===== config.mk =====
export PLATFORM = sky130hd
export DESIGN_NAME = spi_master_regs
export DESIGN_NICKNAME = d
export VERILOG_FILES = /design/src/include/spi_master_pkg.sv /design/src/rtl/spi_sync2.sv /design/src/rtl/spi_pin_router.sv /design/src/rtl/spi_master_regs.sv
export SDC_FILE = /design/constraint.sdc
export NUM_CORES = 2
export LEC_CHECK = 0
export ABC_AREA = 1
export BUFFER_PORTS_ARGS = -buffer_cell sky130_fd_sc_hd__buf_2
export CORE_MARGIN = 2
export CORE_UTILIZATION = 35
export DETAILED_ROUTE_END_ITERATION = 10
export RECOVER_POWER = 50
export REMOVE_ABC_BUFFERS = 1
export SLEW_MARGIN = 0
export SYNTH_ARGS = -nofsm -noshare
export SYNTH_HDL_FRONTEND = slang
export SYNTH_SLANG_ARGS = --single-unit

===== constraint.sdc =====
create_clock -name CLK_I -period 3.7 [get_ports CLK_I]
set_input_delay 0.185 -clock CLK_I [delete_from_list [all_inputs] [get_ports CLK_I]]
set_output_delay 0.185 -clock CLK_I [all_outputs]
set_load 0.01 [all_outputs]

===== src/include/spi_master_pkg.sv =====
package spi_master_pkg;
	localparam logic [11:0] OFF_TASK_START   = 12'h010;
	localparam logic [11:0] OFF_TASK_STOP    = 12'h014;
	localparam logic [11:0] OFF_EVENT_STATUS = 12'h100;
	localparam logic [11:0] OFF_INT_SET      = 12'h304;
	localparam logic [11:0] OFF_INT_DISABLE  = 12'h308;
	localparam logic [11:0] OFF_ENABLE       = 12'h500;
	localparam logic [11:0] OFF_CLK_PSEL     = 12'h508;
	localparam logic [11:0] OFF_OUT_PSEL     = 12'h50C;
	localparam logic [11:0] OFF_IN_PSEL      = 12'h510;
	localparam logic [11:0] OFF_BIT_RATE     = 12'h524;
	localparam logic [11:0] OFF_RX_PTR       = 12'h534;
	localparam logic [11:0] OFF_RX_MAX       = 12'h538;
	localparam logic [11:0] OFF_RX_AMOUNT    = 12'h53C;
	localparam logic [11:0] OFF_RX_LIST      = 12'h540;
	localparam logic [11:0] OFF_TX_PTR       = 12'h544;
	localparam logic [11:0] OFF_TX_MAX       = 12'h548;
	localparam logic [11:0] OFF_TX_AMOUNT    = 12'h54C;
	localparam logic [11:0] OFF_TX_LIST      = 12'h550;
	localparam logic [11:0] OFF_CONFIG       = 12'h554;
	localparam logic [11:0] OFF_ORC          = 12'h5C0;

	localparam int NUM_EVENTS  = 5;
	localparam int EV_STOPPED  = 0;
	localparam int EV_RX_DONE  = 1;
	localparam int EV_END      = 2;
	localparam int EV_TX_DONE  = 3;
	localparam int EV_STARTED  = 4;

	localparam logic [3:0] ENABLE_ON  = 4'h7;
	localparam logic [3:0] ENABLE_OFF = 4'h0;

	localparam int          PSEL_PIN_W       = 5;
	localparam int          PSEL_CONNECT_BIT = 31;
	localparam logic [31:0] PSEL_RESET       = 32'hFFFFFFFF;

	localparam int CFG_ORDER_BIT = 0;
	localparam int CFG_PHASE_BIT = 1;
	localparam int CFG_POL_BIT   = 2;

	localparam int         RATE_W     = 8;
	localparam logic [7:0] RATE_RESET = 8'h04;
	localparam logic [7:0] ORC_RESET  = 8'h00;
	localparam int         LIST_W     = 2;

	localparam int CLK_PERIOD_NS      = 40;
	localparam int START_DELAY_NS     = 1000;
	localparam int START_DELAY_CYCLES = START_DELAY_NS / CLK_PERIOD_NS;

	typedef enum logic [2:0] {
		ST_IDLE, ST_DELAY, ST_FETCH, ST_ASK, ST_LOAD, ST_SHIFT, ST_STORE, ST_DONE
	} state_type;
endpackage


===== src/rtl/spi_sync2.sv =====
`timescale 1ns/10ps
module spi_sync2 #(
	parameter int W = 32
) (
	input  wire logic         clk_i,
	input  wire logic         rst_n_i,
	input  wire logic         ce_i,
	input  wire logic [W-1:0] d_i,
	output logic      [W-1:0] q_o
);
	logic [W-1:0] meta;

	always_ff @(posedge clk_i) begin
		if (!rst_n_i) begin
			meta <= '0;
			q_o  <= '0;
		end else if (ce_i) begin
			meta <= d_i;
			q_o  <= meta;
		end
	end
endmodule


===== src/rtl/spi_pin_router.sv =====
`timescale 1ns/10ps
module spi_pin_router (
	input  wire logic        clk_i,
	input  wire logic        rst_n_i,
	input  wire logic        ce_i,
	input  wire logic        enable_i,
	input  wire logic        sck_i,
	input  wire logic        mosi_i,
	input  wire logic [31:0] sck_sel_i,
	input  wire logic [31:0] mosi_sel_i,
	output logic      [31:0] pin_out_o,
	output logic      [31:0] pin_oe_o
);
	logic sck_on;
	logic mosi_on;

	assign sck_on  = enable_i && !sck_sel_i[spi_master_pkg::PSEL_CONNECT_BIT];
	assign mosi_on = enable_i && !mosi_sel_i[spi_master_pkg::PSEL_CONNECT_BIT];

	// clock wins when both selects name the same pin
	for (genvar i = 0; i < 32; i++) begin : g_pin
		always_ff @(posedge clk_i) begin
			if (!rst_n_i) begin
				pin_out_o[i] <= 1'b0;
				pin_oe_o[i]  <= 1'b0;
			end else if (ce_i) begin
				if (sck_on && sck_sel_i[spi_master_pkg::PSEL_PIN_W-1:0] == 5'(i)) begin
					pin_out_o[i] <= sck_i;
					pin_oe_o[i]  <= 1'b1;
				end else if (mosi_on && mosi_sel_i[spi_master_pkg::PSEL_PIN_W-1:0] == 5'(i)) begin
					pin_out_o[i] <= mosi_i;
					pin_oe_o[i]  <= 1'b1;
				end else begin
					pin_out_o[i] <= 1'b0;
					pin_oe_o[i]  <= 1'b0;
				end
			end
		end
	end
endmodule


===== src/rtl/spi_master_regs.sv =====
`timescale 1ns/10ps
module spi_master_regs #(
	parameter int CNT_W = 13
) (
	input  wire logic        CLK_I,
	input  wire logic        RST_N_I,
	input  wire logic        CE_I,
	input  wire logic [11:0] ADDR_I,
	input  wire logic [31:0] WDATA_I,
	input  wire logic        WR_I,
	input  wire logic        RD_I,
	output logic      [31:0] RDATA_O,
	output logic             IRQ_O,
	output logic      [31:0] MEM_ADDR_O,
	output logic             MEM_RD_O,
	input  wire logic [7:0]  MEM_RDATA_I,
	output logic             MEM_WR_O,
	output logic      [7:0]  MEM_WDATA_O,
	input  wire logic [31:0] PIN_IN_I,
	output logic      [31:0] PIN_OUT_O,
	output logic      [31:0] PIN_OE_O
);
	localparam int NE = spi_master_pkg::NUM_EVENTS;

	logic [NE-1:0]                    int_en;
	logic [NE-1:0]                    status;
	logic [NE-1:0]                    ev_hit;
	logic [3:0]                       enable;
	logic [31:0]                      sck_sel;
	logic [31:0]                      mosi_sel;
	logic [31:0]                      miso_sel;
	logic [spi_master_pkg::RATE_W-1:0] bit_rate;
	logic [31:0]                      rx_ptr;
	logic [31:0]                      tx_ptr;
	logic [CNT_W-1:0]                 rx_max;
	logic [CNT_W-1:0]                 tx_max;
	logic [CNT_W-1:0]                 rx_amount;
	logic [CNT_W-1:0]                 tx_amount;
	logic [spi_master_pkg::LIST_W-1:0] rx_list;
	logic [spi_master_pkg::LIST_W-1:0] tx_list;
	logic [2:0]                       config_bits;
	logic [7:0]                       over_read_character;

	spi_master_pkg::state_type        state;
	logic [7:0]                       delay_cnt;
	logic [spi_master_pkg::RATE_W-1:0] rate_cnt;
	logic [3:0]                       edge_cnt;
	logic [CNT_W-1:0]                 byte_idx;
	logic [CNT_W-1:0]                 tx_count;
	logic [CNT_W-1:0]                 rx_count;
	logic [7:0]                       tx_sr;
	logic [7:0]                       rx_sr;
	logic                             sck;
	logic                             mosi;
	logic [31:0]                      pin_sync;

	logic             enabled;
	logic             lsb_first;
	logic             phase;
	logic             polarity;
	logic             miso;
	logic [CNT_W-1:0] total;
	logic             start_go;
	logic             stop_go;
	logic             tick;
	logic             leading;
	logic             sample_ev;
	logic             drive_ev;
	logic [7:0]       load_data;
	logic             load_now;

	assign enabled   = (enable == spi_master_pkg::ENABLE_ON);
	assign lsb_first = config_bits[spi_master_pkg::CFG_ORDER_BIT];
	assign phase     = config_bits[spi_master_pkg::CFG_PHASE_BIT];
	assign polarity  = config_bits[spi_master_pkg::CFG_POL_BIT];
	assign total     = (tx_max > rx_max) ? tx_max : rx_max;
	assign start_go  = WR_I && ADDR_I == spi_master_pkg::OFF_TASK_START && WDATA_I[0] && enabled
		&& state == spi_master_pkg::ST_IDLE;
	assign stop_go   = WR_I && ADDR_I == spi_master_pkg::OFF_TASK_STOP && WDATA_I[0]
		&& state != spi_master_pkg::ST_IDLE;
	assign tick      = (rate_cnt == bit_rate);
	assign leading   = !edge_cnt[0];
	assign sample_ev = tick && (phase ? !leading : leading);
	assign drive_ev  = tick && (phase ? leading : (!leading && edge_cnt != 4'hF));
	// over-read character replaces buffer data past the transmit count
	assign load_data = (state == spi_master_pkg::ST_LOAD) ? MEM_RDATA_I : over_read_character;
	assign load_now  = state == spi_master_pkg::ST_LOAD
		|| (state == spi_master_pkg::ST_FETCH && byte_idx < total && byte_idx >= tx_max);

	// pins come from another domain: two flops before the selector looks
	spi_sync2 #(
		.W(32)
	) u_pin_sync (
		.clk_i  (CLK_I),
		.rst_n_i(RST_N_I),
		.ce_i   (CE_I),
		.d_i    (PIN_IN_I),
		.q_o    (pin_sync)
	);

	// disconnected input reads as zero
	assign miso = !miso_sel[spi_master_pkg::PSEL_CONNECT_BIT]
		&& pin_sync[miso_sel[spi_master_pkg::PSEL_PIN_W-1:0]];

	spi_pin_router u_router (
		.clk_i     (CLK_I),
		.rst_n_i   (RST_N_I),
		.ce_i      (CE_I),
		.enable_i  (enabled),
		.sck_i     (sck),
		.mosi_i    (mosi),
		.sck_sel_i (sck_sel),
		.mosi_sel_i(mosi_sel),
		.pin_out_o (PIN_OUT_O),
		.pin_oe_o  (PIN_OE_O)
	);

	// software-written configuration
	always_ff @(posedge CLK_I) begin
		if (!RST_N_I) begin
			enable      <= spi_master_pkg::ENABLE_OFF;
			sck_sel     <= spi_master_pkg::PSEL_RESET;
			mosi_sel    <= spi_master_pkg::PSEL_RESET;
			miso_sel    <= spi_master_pkg::PSEL_RESET;
			bit_rate    <= spi_master_pkg::RATE_RESET;
			rx_ptr      <= '0;
			tx_ptr      <= '0;
			rx_max      <= '0;
			tx_max      <= '0;
			rx_list     <= '0;
			tx_list     <= '0;
			config_bits <= '0;
			over_read_character         <= spi_master_pkg::ORC_RESET;
		end else if (CE_I && WR_I) begin
			if (ADDR_I == spi_master_pkg::OFF_ENABLE) begin
				enable <= WDATA_I[3:0];
			end else if (ADDR_I == spi_master_pkg::OFF_CLK_PSEL) begin
				sck_sel <= WDATA_I;
			end else if (ADDR_I == spi_master_pkg::OFF_OUT_PSEL) begin
				mosi_sel <= WDATA_I;
			end else if (ADDR_I == spi_master_pkg::OFF_IN_PSEL) begin
				miso_sel <= WDATA_I;
			end else if (ADDR_I == spi_master_pkg::OFF_BIT_RATE) begin
				bit_rate <= WDATA_I[spi_master_pkg::RATE_W-1:0];
			end else if (ADDR_I == spi_master_pkg::OFF_RX_PTR) begin
				rx_ptr <= WDATA_I;
			end else if (ADDR_I == spi_master_pkg::OFF_RX_MAX) begin
				rx_max <= WDATA_I[CNT_W-1:0];
			end else if (ADDR_I == spi_master_pkg::OFF_RX_LIST) begin
				rx_list <= WDATA_I[spi_master_pkg::LIST_W-1:0];
			end else if (ADDR_I == spi_master_pkg::OFF_TX_PTR) begin
				tx_ptr <= WDATA_I;
			end else if (ADDR_I == spi_master_pkg::OFF_TX_MAX) begin
				tx_max <= WDATA_I[CNT_W-1:0];
			end else if (ADDR_I == spi_master_pkg::OFF_TX_LIST) begin
				tx_list <= WDATA_I[spi_master_pkg::LIST_W-1:0];
			end else if (ADDR_I == spi_master_pkg::OFF_CONFIG) begin
				config_bits <= WDATA_I[2:0];
			end else if (ADDR_I == spi_master_pkg::OFF_ORC) begin
				over_read_character <= WDATA_I[7:0];
			end
		end
	end

	// interrupt enables: set and disable live at different addresses
	always_ff @(posedge CLK_I) begin
		if (!RST_N_I) begin
			int_en <= '0;
		end else if (CE_I && WR_I) begin
			if (ADDR_I == spi_master_pkg::OFF_INT_SET) begin
				int_en <= int_en | WDATA_I[NE-1:0];
			end else if (ADDR_I == spi_master_pkg::OFF_INT_DISABLE) begin
				int_en <= int_en & ~WDATA_I[NE-1:0];
			end
		end
	end

	// sticky flags, cleared by a read; a same-cycle event survives the clear
	always_ff @(posedge CLK_I) begin
		if (!RST_N_I) begin
			status <= '0;
			IRQ_O  <= 1'b0;
		end else if (CE_I) begin
			if (RD_I && ADDR_I == spi_master_pkg::OFF_EVENT_STATUS) begin
				status <= ev_hit;
			end else begin
				status <= status | ev_hit;
			end
			IRQ_O <= |(status & int_en);
		end
	end

	// read port: data only in the cycle after the strobe
	always_ff @(posedge CLK_I) begin
		if (!RST_N_I) begin
			RDATA_O <= '0;
		end else if (CE_I) begin
			RDATA_O <= '0;
			if (RD_I) begin
				if (ADDR_I == spi_master_pkg::OFF_EVENT_STATUS) begin
					RDATA_O <= 32'(status);
				end else if (ADDR_I == spi_master_pkg::OFF_INT_SET || ADDR_I == spi_master_pkg::OFF_INT_DISABLE) begin
					RDATA_O <= 32'(int_en);
				end else if (ADDR_I == spi_master_pkg::OFF_ENABLE) begin
					RDATA_O <= 32'(enable);
				end else if (ADDR_I == spi_master_pkg::OFF_CLK_PSEL) begin
					RDATA_O <= sck_sel;
				end else if (ADDR_I == spi_master_pkg::OFF_OUT_PSEL) begin
					RDATA_O <= mosi_sel;
				end else if (ADDR_I == spi_master_pkg::OFF_IN_PSEL) begin
					RDATA_O <= miso_sel;
				end else if (ADDR_I == spi_master_pkg::OFF_BIT_RATE) begin
					RDATA_O <= 32'(bit_rate);
				end else if (ADDR_I == spi_master_pkg::OFF_RX_PTR) begin
					RDATA_O <= rx_ptr;
				end else if (ADDR_I == spi_master_pkg::OFF_RX_MAX) begin
					RDATA_O <= 32'(rx_max);
				end else if (ADDR_I == spi_master_pkg::OFF_RX_AMOUNT) begin
					RDATA_O <= 32'(rx_amount);
				end else if (ADDR_I == spi_master_pkg::OFF_RX_LIST) begin
					RDATA_O <= 32'(rx_list);
				end else if (ADDR_I == spi_master_pkg::OFF_TX_PTR) begin
					RDATA_O <= tx_ptr;
				end else if (ADDR_I == spi_master_pkg::OFF_TX_MAX) begin
					RDATA_O <= 32'(tx_max);
				end else if (ADDR_I == spi_master_pkg::OFF_TX_AMOUNT) begin
					RDATA_O <= 32'(tx_amount);
				end else if (ADDR_I == spi_master_pkg::OFF_TX_LIST) begin
					RDATA_O <= 32'(tx_list);
				end else if (ADDR_I == spi_master_pkg::OFF_CONFIG) begin
					RDATA_O <= 32'(config_bits);
				end else if (ADDR_I == spi_master_pkg::OFF_ORC) begin
					RDATA_O <= 32'(over_read_character);
				end
			end
		end
	end

	// transfer sequencer; the sampled input lags the pin by the synchroniser,
	// so a half period of at least four clocks is assumed
	always_ff @(posedge CLK_I) begin
		if (!RST_N_I) begin
			state       <= spi_master_pkg::ST_IDLE;
			delay_cnt   <= '0;
			rate_cnt    <= '0;
			edge_cnt    <= '0;
			byte_idx    <= '0;
			tx_count    <= '0;
			rx_count    <= '0;
			tx_amount   <= '0;
			rx_amount   <= '0;
			tx_sr       <= '0;
			rx_sr       <= '0;
			sck         <= 1'b0;
			mosi        <= 1'b0;
			ev_hit      <= '0;
			MEM_ADDR_O  <= '0;
			MEM_RD_O    <= 1'b0;
			MEM_WR_O    <= 1'b0;
			MEM_WDATA_O <= '0;
		end else if (CE_I) begin
			ev_hit   <= '0;
			MEM_RD_O <= 1'b0;
			MEM_WR_O <= 1'b0;
			if (load_now) begin
				rate_cnt <= '0;
				edge_cnt <= '0;
				if (phase) begin
					tx_sr <= load_data;
				end else begin
					mosi  <= lsb_first ? load_data[0] : load_data[7];
					tx_sr <= lsb_first ? {1'b0, load_data[7:1]} : {load_data[6:0], 1'b0};
				end
			end
			if (!enabled || stop_go) begin
				state <= spi_master_pkg::ST_IDLE;
				sck   <= polarity;
				if (state != spi_master_pkg::ST_IDLE) begin
					tx_amount               <= tx_count;
					rx_amount               <= rx_count;
					ev_hit[spi_master_pkg::EV_STOPPED] <= 1'b1;
				end
			end else begin
				case (state)
					spi_master_pkg::ST_IDLE: begin
						sck <= polarity;
						if (start_go) begin
							state    <= spi_master_pkg::ST_DELAY;
							delay_cnt <= '0;
							byte_idx <= '0;
							tx_count <= '0;
							rx_count <= '0;
							ev_hit[spi_master_pkg::EV_STARTED] <= 1'b1;
						end
					end
					spi_master_pkg::ST_DELAY: begin
						delay_cnt <= delay_cnt + 8'h01;
						if (delay_cnt == 8'(spi_master_pkg::START_DELAY_CYCLES - 1)) begin
							state <= spi_master_pkg::ST_FETCH;
						end
					end
					spi_master_pkg::ST_FETCH: begin
						if (byte_idx >= total) begin
							state <= spi_master_pkg::ST_DONE;
						end else if (byte_idx < tx_max) begin
							MEM_RD_O   <= 1'b1;
							MEM_ADDR_O <= tx_ptr + 32'(byte_idx);
							state      <= spi_master_pkg::ST_ASK;
						end else begin
							state <= spi_master_pkg::ST_SHIFT;
						end
					end
					spi_master_pkg::ST_ASK: begin
						state <= spi_master_pkg::ST_LOAD;
					end
					spi_master_pkg::ST_LOAD: begin
						tx_count <= tx_count + 1'b1;
						state    <= spi_master_pkg::ST_SHIFT;
					end
					spi_master_pkg::ST_SHIFT: begin
						rate_cnt <= tick ? '0 : rate_cnt + 1'b1;
						if (tick) begin
							sck      <= ~sck;
							edge_cnt <= edge_cnt + 4'h1;
							if (edge_cnt == 4'hF) begin
								state <= spi_master_pkg::ST_STORE;
							end
						end
						if (sample_ev) begin
							rx_sr <= lsb_first ? {miso, rx_sr[7:1]} : {rx_sr[6:0], miso};
						end
						if (drive_ev) begin
							mosi  <= lsb_first ? tx_sr[0] : tx_sr[7];
							tx_sr <= lsb_first ? {1'b0, tx_sr[7:1]} : {tx_sr[6:0], 1'b0};
						end
					end
					spi_master_pkg::ST_STORE: begin
						if (byte_idx < rx_max) begin
							MEM_WR_O    <= 1'b1;
							MEM_ADDR_O  <= rx_ptr + 32'(byte_idx);
							MEM_WDATA_O <= rx_sr;
							rx_count    <= rx_count + 1'b1;
						end
						byte_idx <= byte_idx + 1'b1;
						state    <= spi_master_pkg::ST_FETCH;
					end
					spi_master_pkg::ST_DONE: begin
						tx_amount <= tx_count;
						rx_amount <= rx_count;
						ev_hit[spi_master_pkg::EV_END]     <= 1'b1;
						ev_hit[spi_master_pkg::EV_RX_DONE] <= 1'b1;
						ev_hit[spi_master_pkg::EV_TX_DONE] <= 1'b1;
						state <= spi_master_pkg::ST_IDLE;
					end
					default: begin
						state <= spi_master_pkg::ST_IDLE;
					end
				endcase
			end
		end
	end
endmodule


==> reports/metrics.yaml <==
outcome: "complete, but fails checks"
violations: "max-capacitance violations, max-slew violations"
yosysWarnings: 0
drive_above_1_share: 0.116
irDropWorstVdd_mv: 0.365
ys_ff_latch: 535
placed_area_mm2: 0.0288
drc: 0
drt-wirelength-per-cell_um: 18.0
final_cell_mix: "nand2_1 (598), dfxtp_1 (526), nor2_1 (459), o21ai_0 (408)"
required_ns: 4.27
grt_usage: 0.221
syn_area_per_cell_um2: 7.20
min_period_ns: 3.65
setup_ws_ns: 0.0525
hold_violations: 0
crit_cells: 24
worstReg2RegStart: "rx_max[5]"
die_w_um: 279
ys.flop_type: "dfxtp_1"
dr.first_iter.drc_count: 2134
die-area_mm2: 0.0780
port-buffer-count: 227
worst_pin_slew_ns: 1.52
min-delay-start: "RD_I"
final_common_cell: "nand2_1"
tritoncts: "yes"
synth_seq_area_share: 0.404
vias: 26100
htree_levels: 2
holdPathStages: 7
path_buf_inv: 6
design_area_mm2: 0.0320
grt-ovfl-total: 0
ys_async_sr_fraction: 0
endpoint_kind: "register"
syn_to_final_growth_pct: 20.5
dp_cells: 4765
avgViaCountPerCell: 5.25
grt_max_degree: 167
crit_arrival_ns: 4.22
wirelength_um: 89300
timing.slew.headroom: -0.0119
criticalPathCategory: "reg -> reg"
rsz0062_at_grt: "yes"
die_y_um: 279
clock-sinks: 535
crit_slowest_cell: "dfxtp_2"
crit_path_max_incr_delay_ns: 0.32
pre_cts_slack_ns: -0.185
dr.pass1.iters: 5
r2r_end: "MEM_ADDR_O[23]"
critPathTopFamily: "compound AO/OA/AOI/OAI gates"
ant_nets: 0
crit_path_max_fanout: 8
synth_cell_types: 66
min_path_type: "in -> reg"
max_freq_ghz: 0.274
fin_skew_ns: 0.0148
holdPathEnd: "RDATA_O[1]"
critPathMostFrequentCell: "o21ai_2"
setup_viol: 0
initial_core_util: 0.355
cts_buffers: 57
syn-cell-area_mm2: 0.0265
p_per_area_mw_per_mm2: 397
layout.cells.non_filler: 4974
r2r_cells: 24
grt_pass1_wl_um: 138000
maxCapViolCount: 1
reg2reg_slack_ns: 0.05
p_leak_nw: 13.2
slew_viol_final: 72
startpoint_type: "register"
hold_slack_ns: 0.110
crit_chain: "inv_1 -> ha_1 -> a21oi_2 -> nor2_1 -> a211oi_2 -> nor3_1 -> nor2_1 -> o41ai_4 -> o21ai_2 -> buf_6 -> o21ai_2 -> ha_1 -> buf_6 -> a211oi_2 -> o21ai_1 -> nand3_1 -> nand3_2 -> o21ai_2 -> nand2_2 -> clkinv_4 -> buf_12 -> clkbuf_16 -> o21ai_1 -> a21oi_1"
clock_latency_ns: 0.65
num_rows: 100
dp_hpwl_um: 61000
grt_pass1_vias: 23900
tns_ns: 0
ios: 228
timing.final.crit_share: 0.986
gp_congestion: 0.900
cts_root_buffer: "clkbuf_16"
synth_edf_count: 0
finalNetCount: 4117
core_area_mm2: 0.0747
synth_cells: 3684
antenna_found_initial: 2
clkTransAtPathRegs_ns: 0.06
ctsLongestPathBuffers: 3
==> worst reg2reg max path, stage by stage (launching register included) <==
cell and delay, ns:
dfxtp_2 0.32, inv_1 0.05, ha_1 0.23, a21oi_2 0.16, nor2_1 0.06, a211oi_2 0.19, nor3_1 0.06, nor2_1 0.20
o41ai_4 0.13, o21ai_2 0.12, buf_6 0.17, o21ai_2 0.06, ha_1 0.32, buf_6 0.13, a211oi_2 0.20, o21ai_1 0.10
nand3_1 0.11, nand3_2 0.10, o21ai_2 0.18, nand2_2 0.12, clkinv_4 0.12, buf_12 0.12, clkbuf_16 0.14, o21ai_1 0.05
a21oi_1 0.16
==> cell usage after synthesis, drive strengths merged (6+ instances only) <==
cell type  instances  area [um2]
o22ai             15        93.8
nand4             33         206
dfxtp            535       10700
nand3            117         613
inv              366        1380
o2111ai           15         131
nor3b              6        55.1
a221oi            13         114
a211oi            53         428
or2                8        50.1
xor2              21         184
nor4               6        43.8
clkinv             7        28.8
nor3              55         364
ha                71         888
buf               62         330
o211ai           127         953
o311ai            10        87.6
o221ai            32         280
clkbuf           142         533
xnor2             19         166
o21ai            459        2330
nand2            625        2410
a31oi             30         188
nor2             489        1990
a21oi            341        1730
==> stage by stage <==
step	total power, W	util
finish	0.0127	0.428
global route	0.0131	0.428
CTS	0.0128	0.424
detailed placement	0.00667	0.386
global placement	0.00667	0.386
floorplan	0.00634	-
==> kinds of logic after synthesis <==
logic type      Yosys count  synth area share
flops                   535             0.404
simple gates           1348             0.219
compound gates         1112             0.244
xor+xnor                 40            0.0132
fa+ha+maj                72            0.0343
buf+inv                 577            0.0857
==> cell type report <==
class / instances / area (um2)
Multi-Input combinational cell: 2572 / 13800
Clock inverter: 22 / 295
Antenna cell: 1 / 2.50
Fill cell: 7661 / 42700
Timing Repair Buffer: 417 / 2870
Tap cell: 969 / 1210
Inverter: 373 / 1420
Sequential cell: 535 / 10700
Clock buffer: 85 / 1660
==> power breakdown <==
group	switching [W]	internal, W
Clock	0.00252	0.00353
Combinational	0.000456	0.000240
Sequential	0.0000689	0.00586
Total	0.00305	0.00963
==> per-layer routing <==
| layer | vias to the layer above | track usage | wire (um) |
|---|---|---|---|
| met5 | - | 0 | 21 |
| li1 | 13000 | - | - |
| met3 | 143 | 0.0284 | 5330 |
| met1 | 12100 | 0.311 | 41500 |
| met4 | 4 | 0.0647 | 2270 |
| met2 | 802 | 0.351 | 40200 |
==> worst max path at each step <==
stage	end	slack, ns	startpoint
2_1_floorplan	MEM_ADDR_O[29]	-0.33	rx_max[2]
3_3_place_gp	MEM_ADDR_O[28]	-0.15	rx_max[2]
3_5_place_dp	MEM_ADDR_O[18]	-0.19	rx_max[4]
4_1_cts	MEM_ADDR_O[26]	0.02	rx_max[4]
5_1_grt	MEM_ADDR_O[6]	-0.11	rx_max[5]
6_report	MEM_ADDR_O[23]	0.05	rx_max[5]
==> timing repair <==
action                                 CTS  global route
pin swaps                                1            29
hold buffers                            84             0
setup buffers                            2             7
gates cloned                             1             8
setup endpoints to repair               52            55
endpoints found under the hold margin  221             0
gates resized for setup                 10            76
Power figures use the tool's default switching activity.
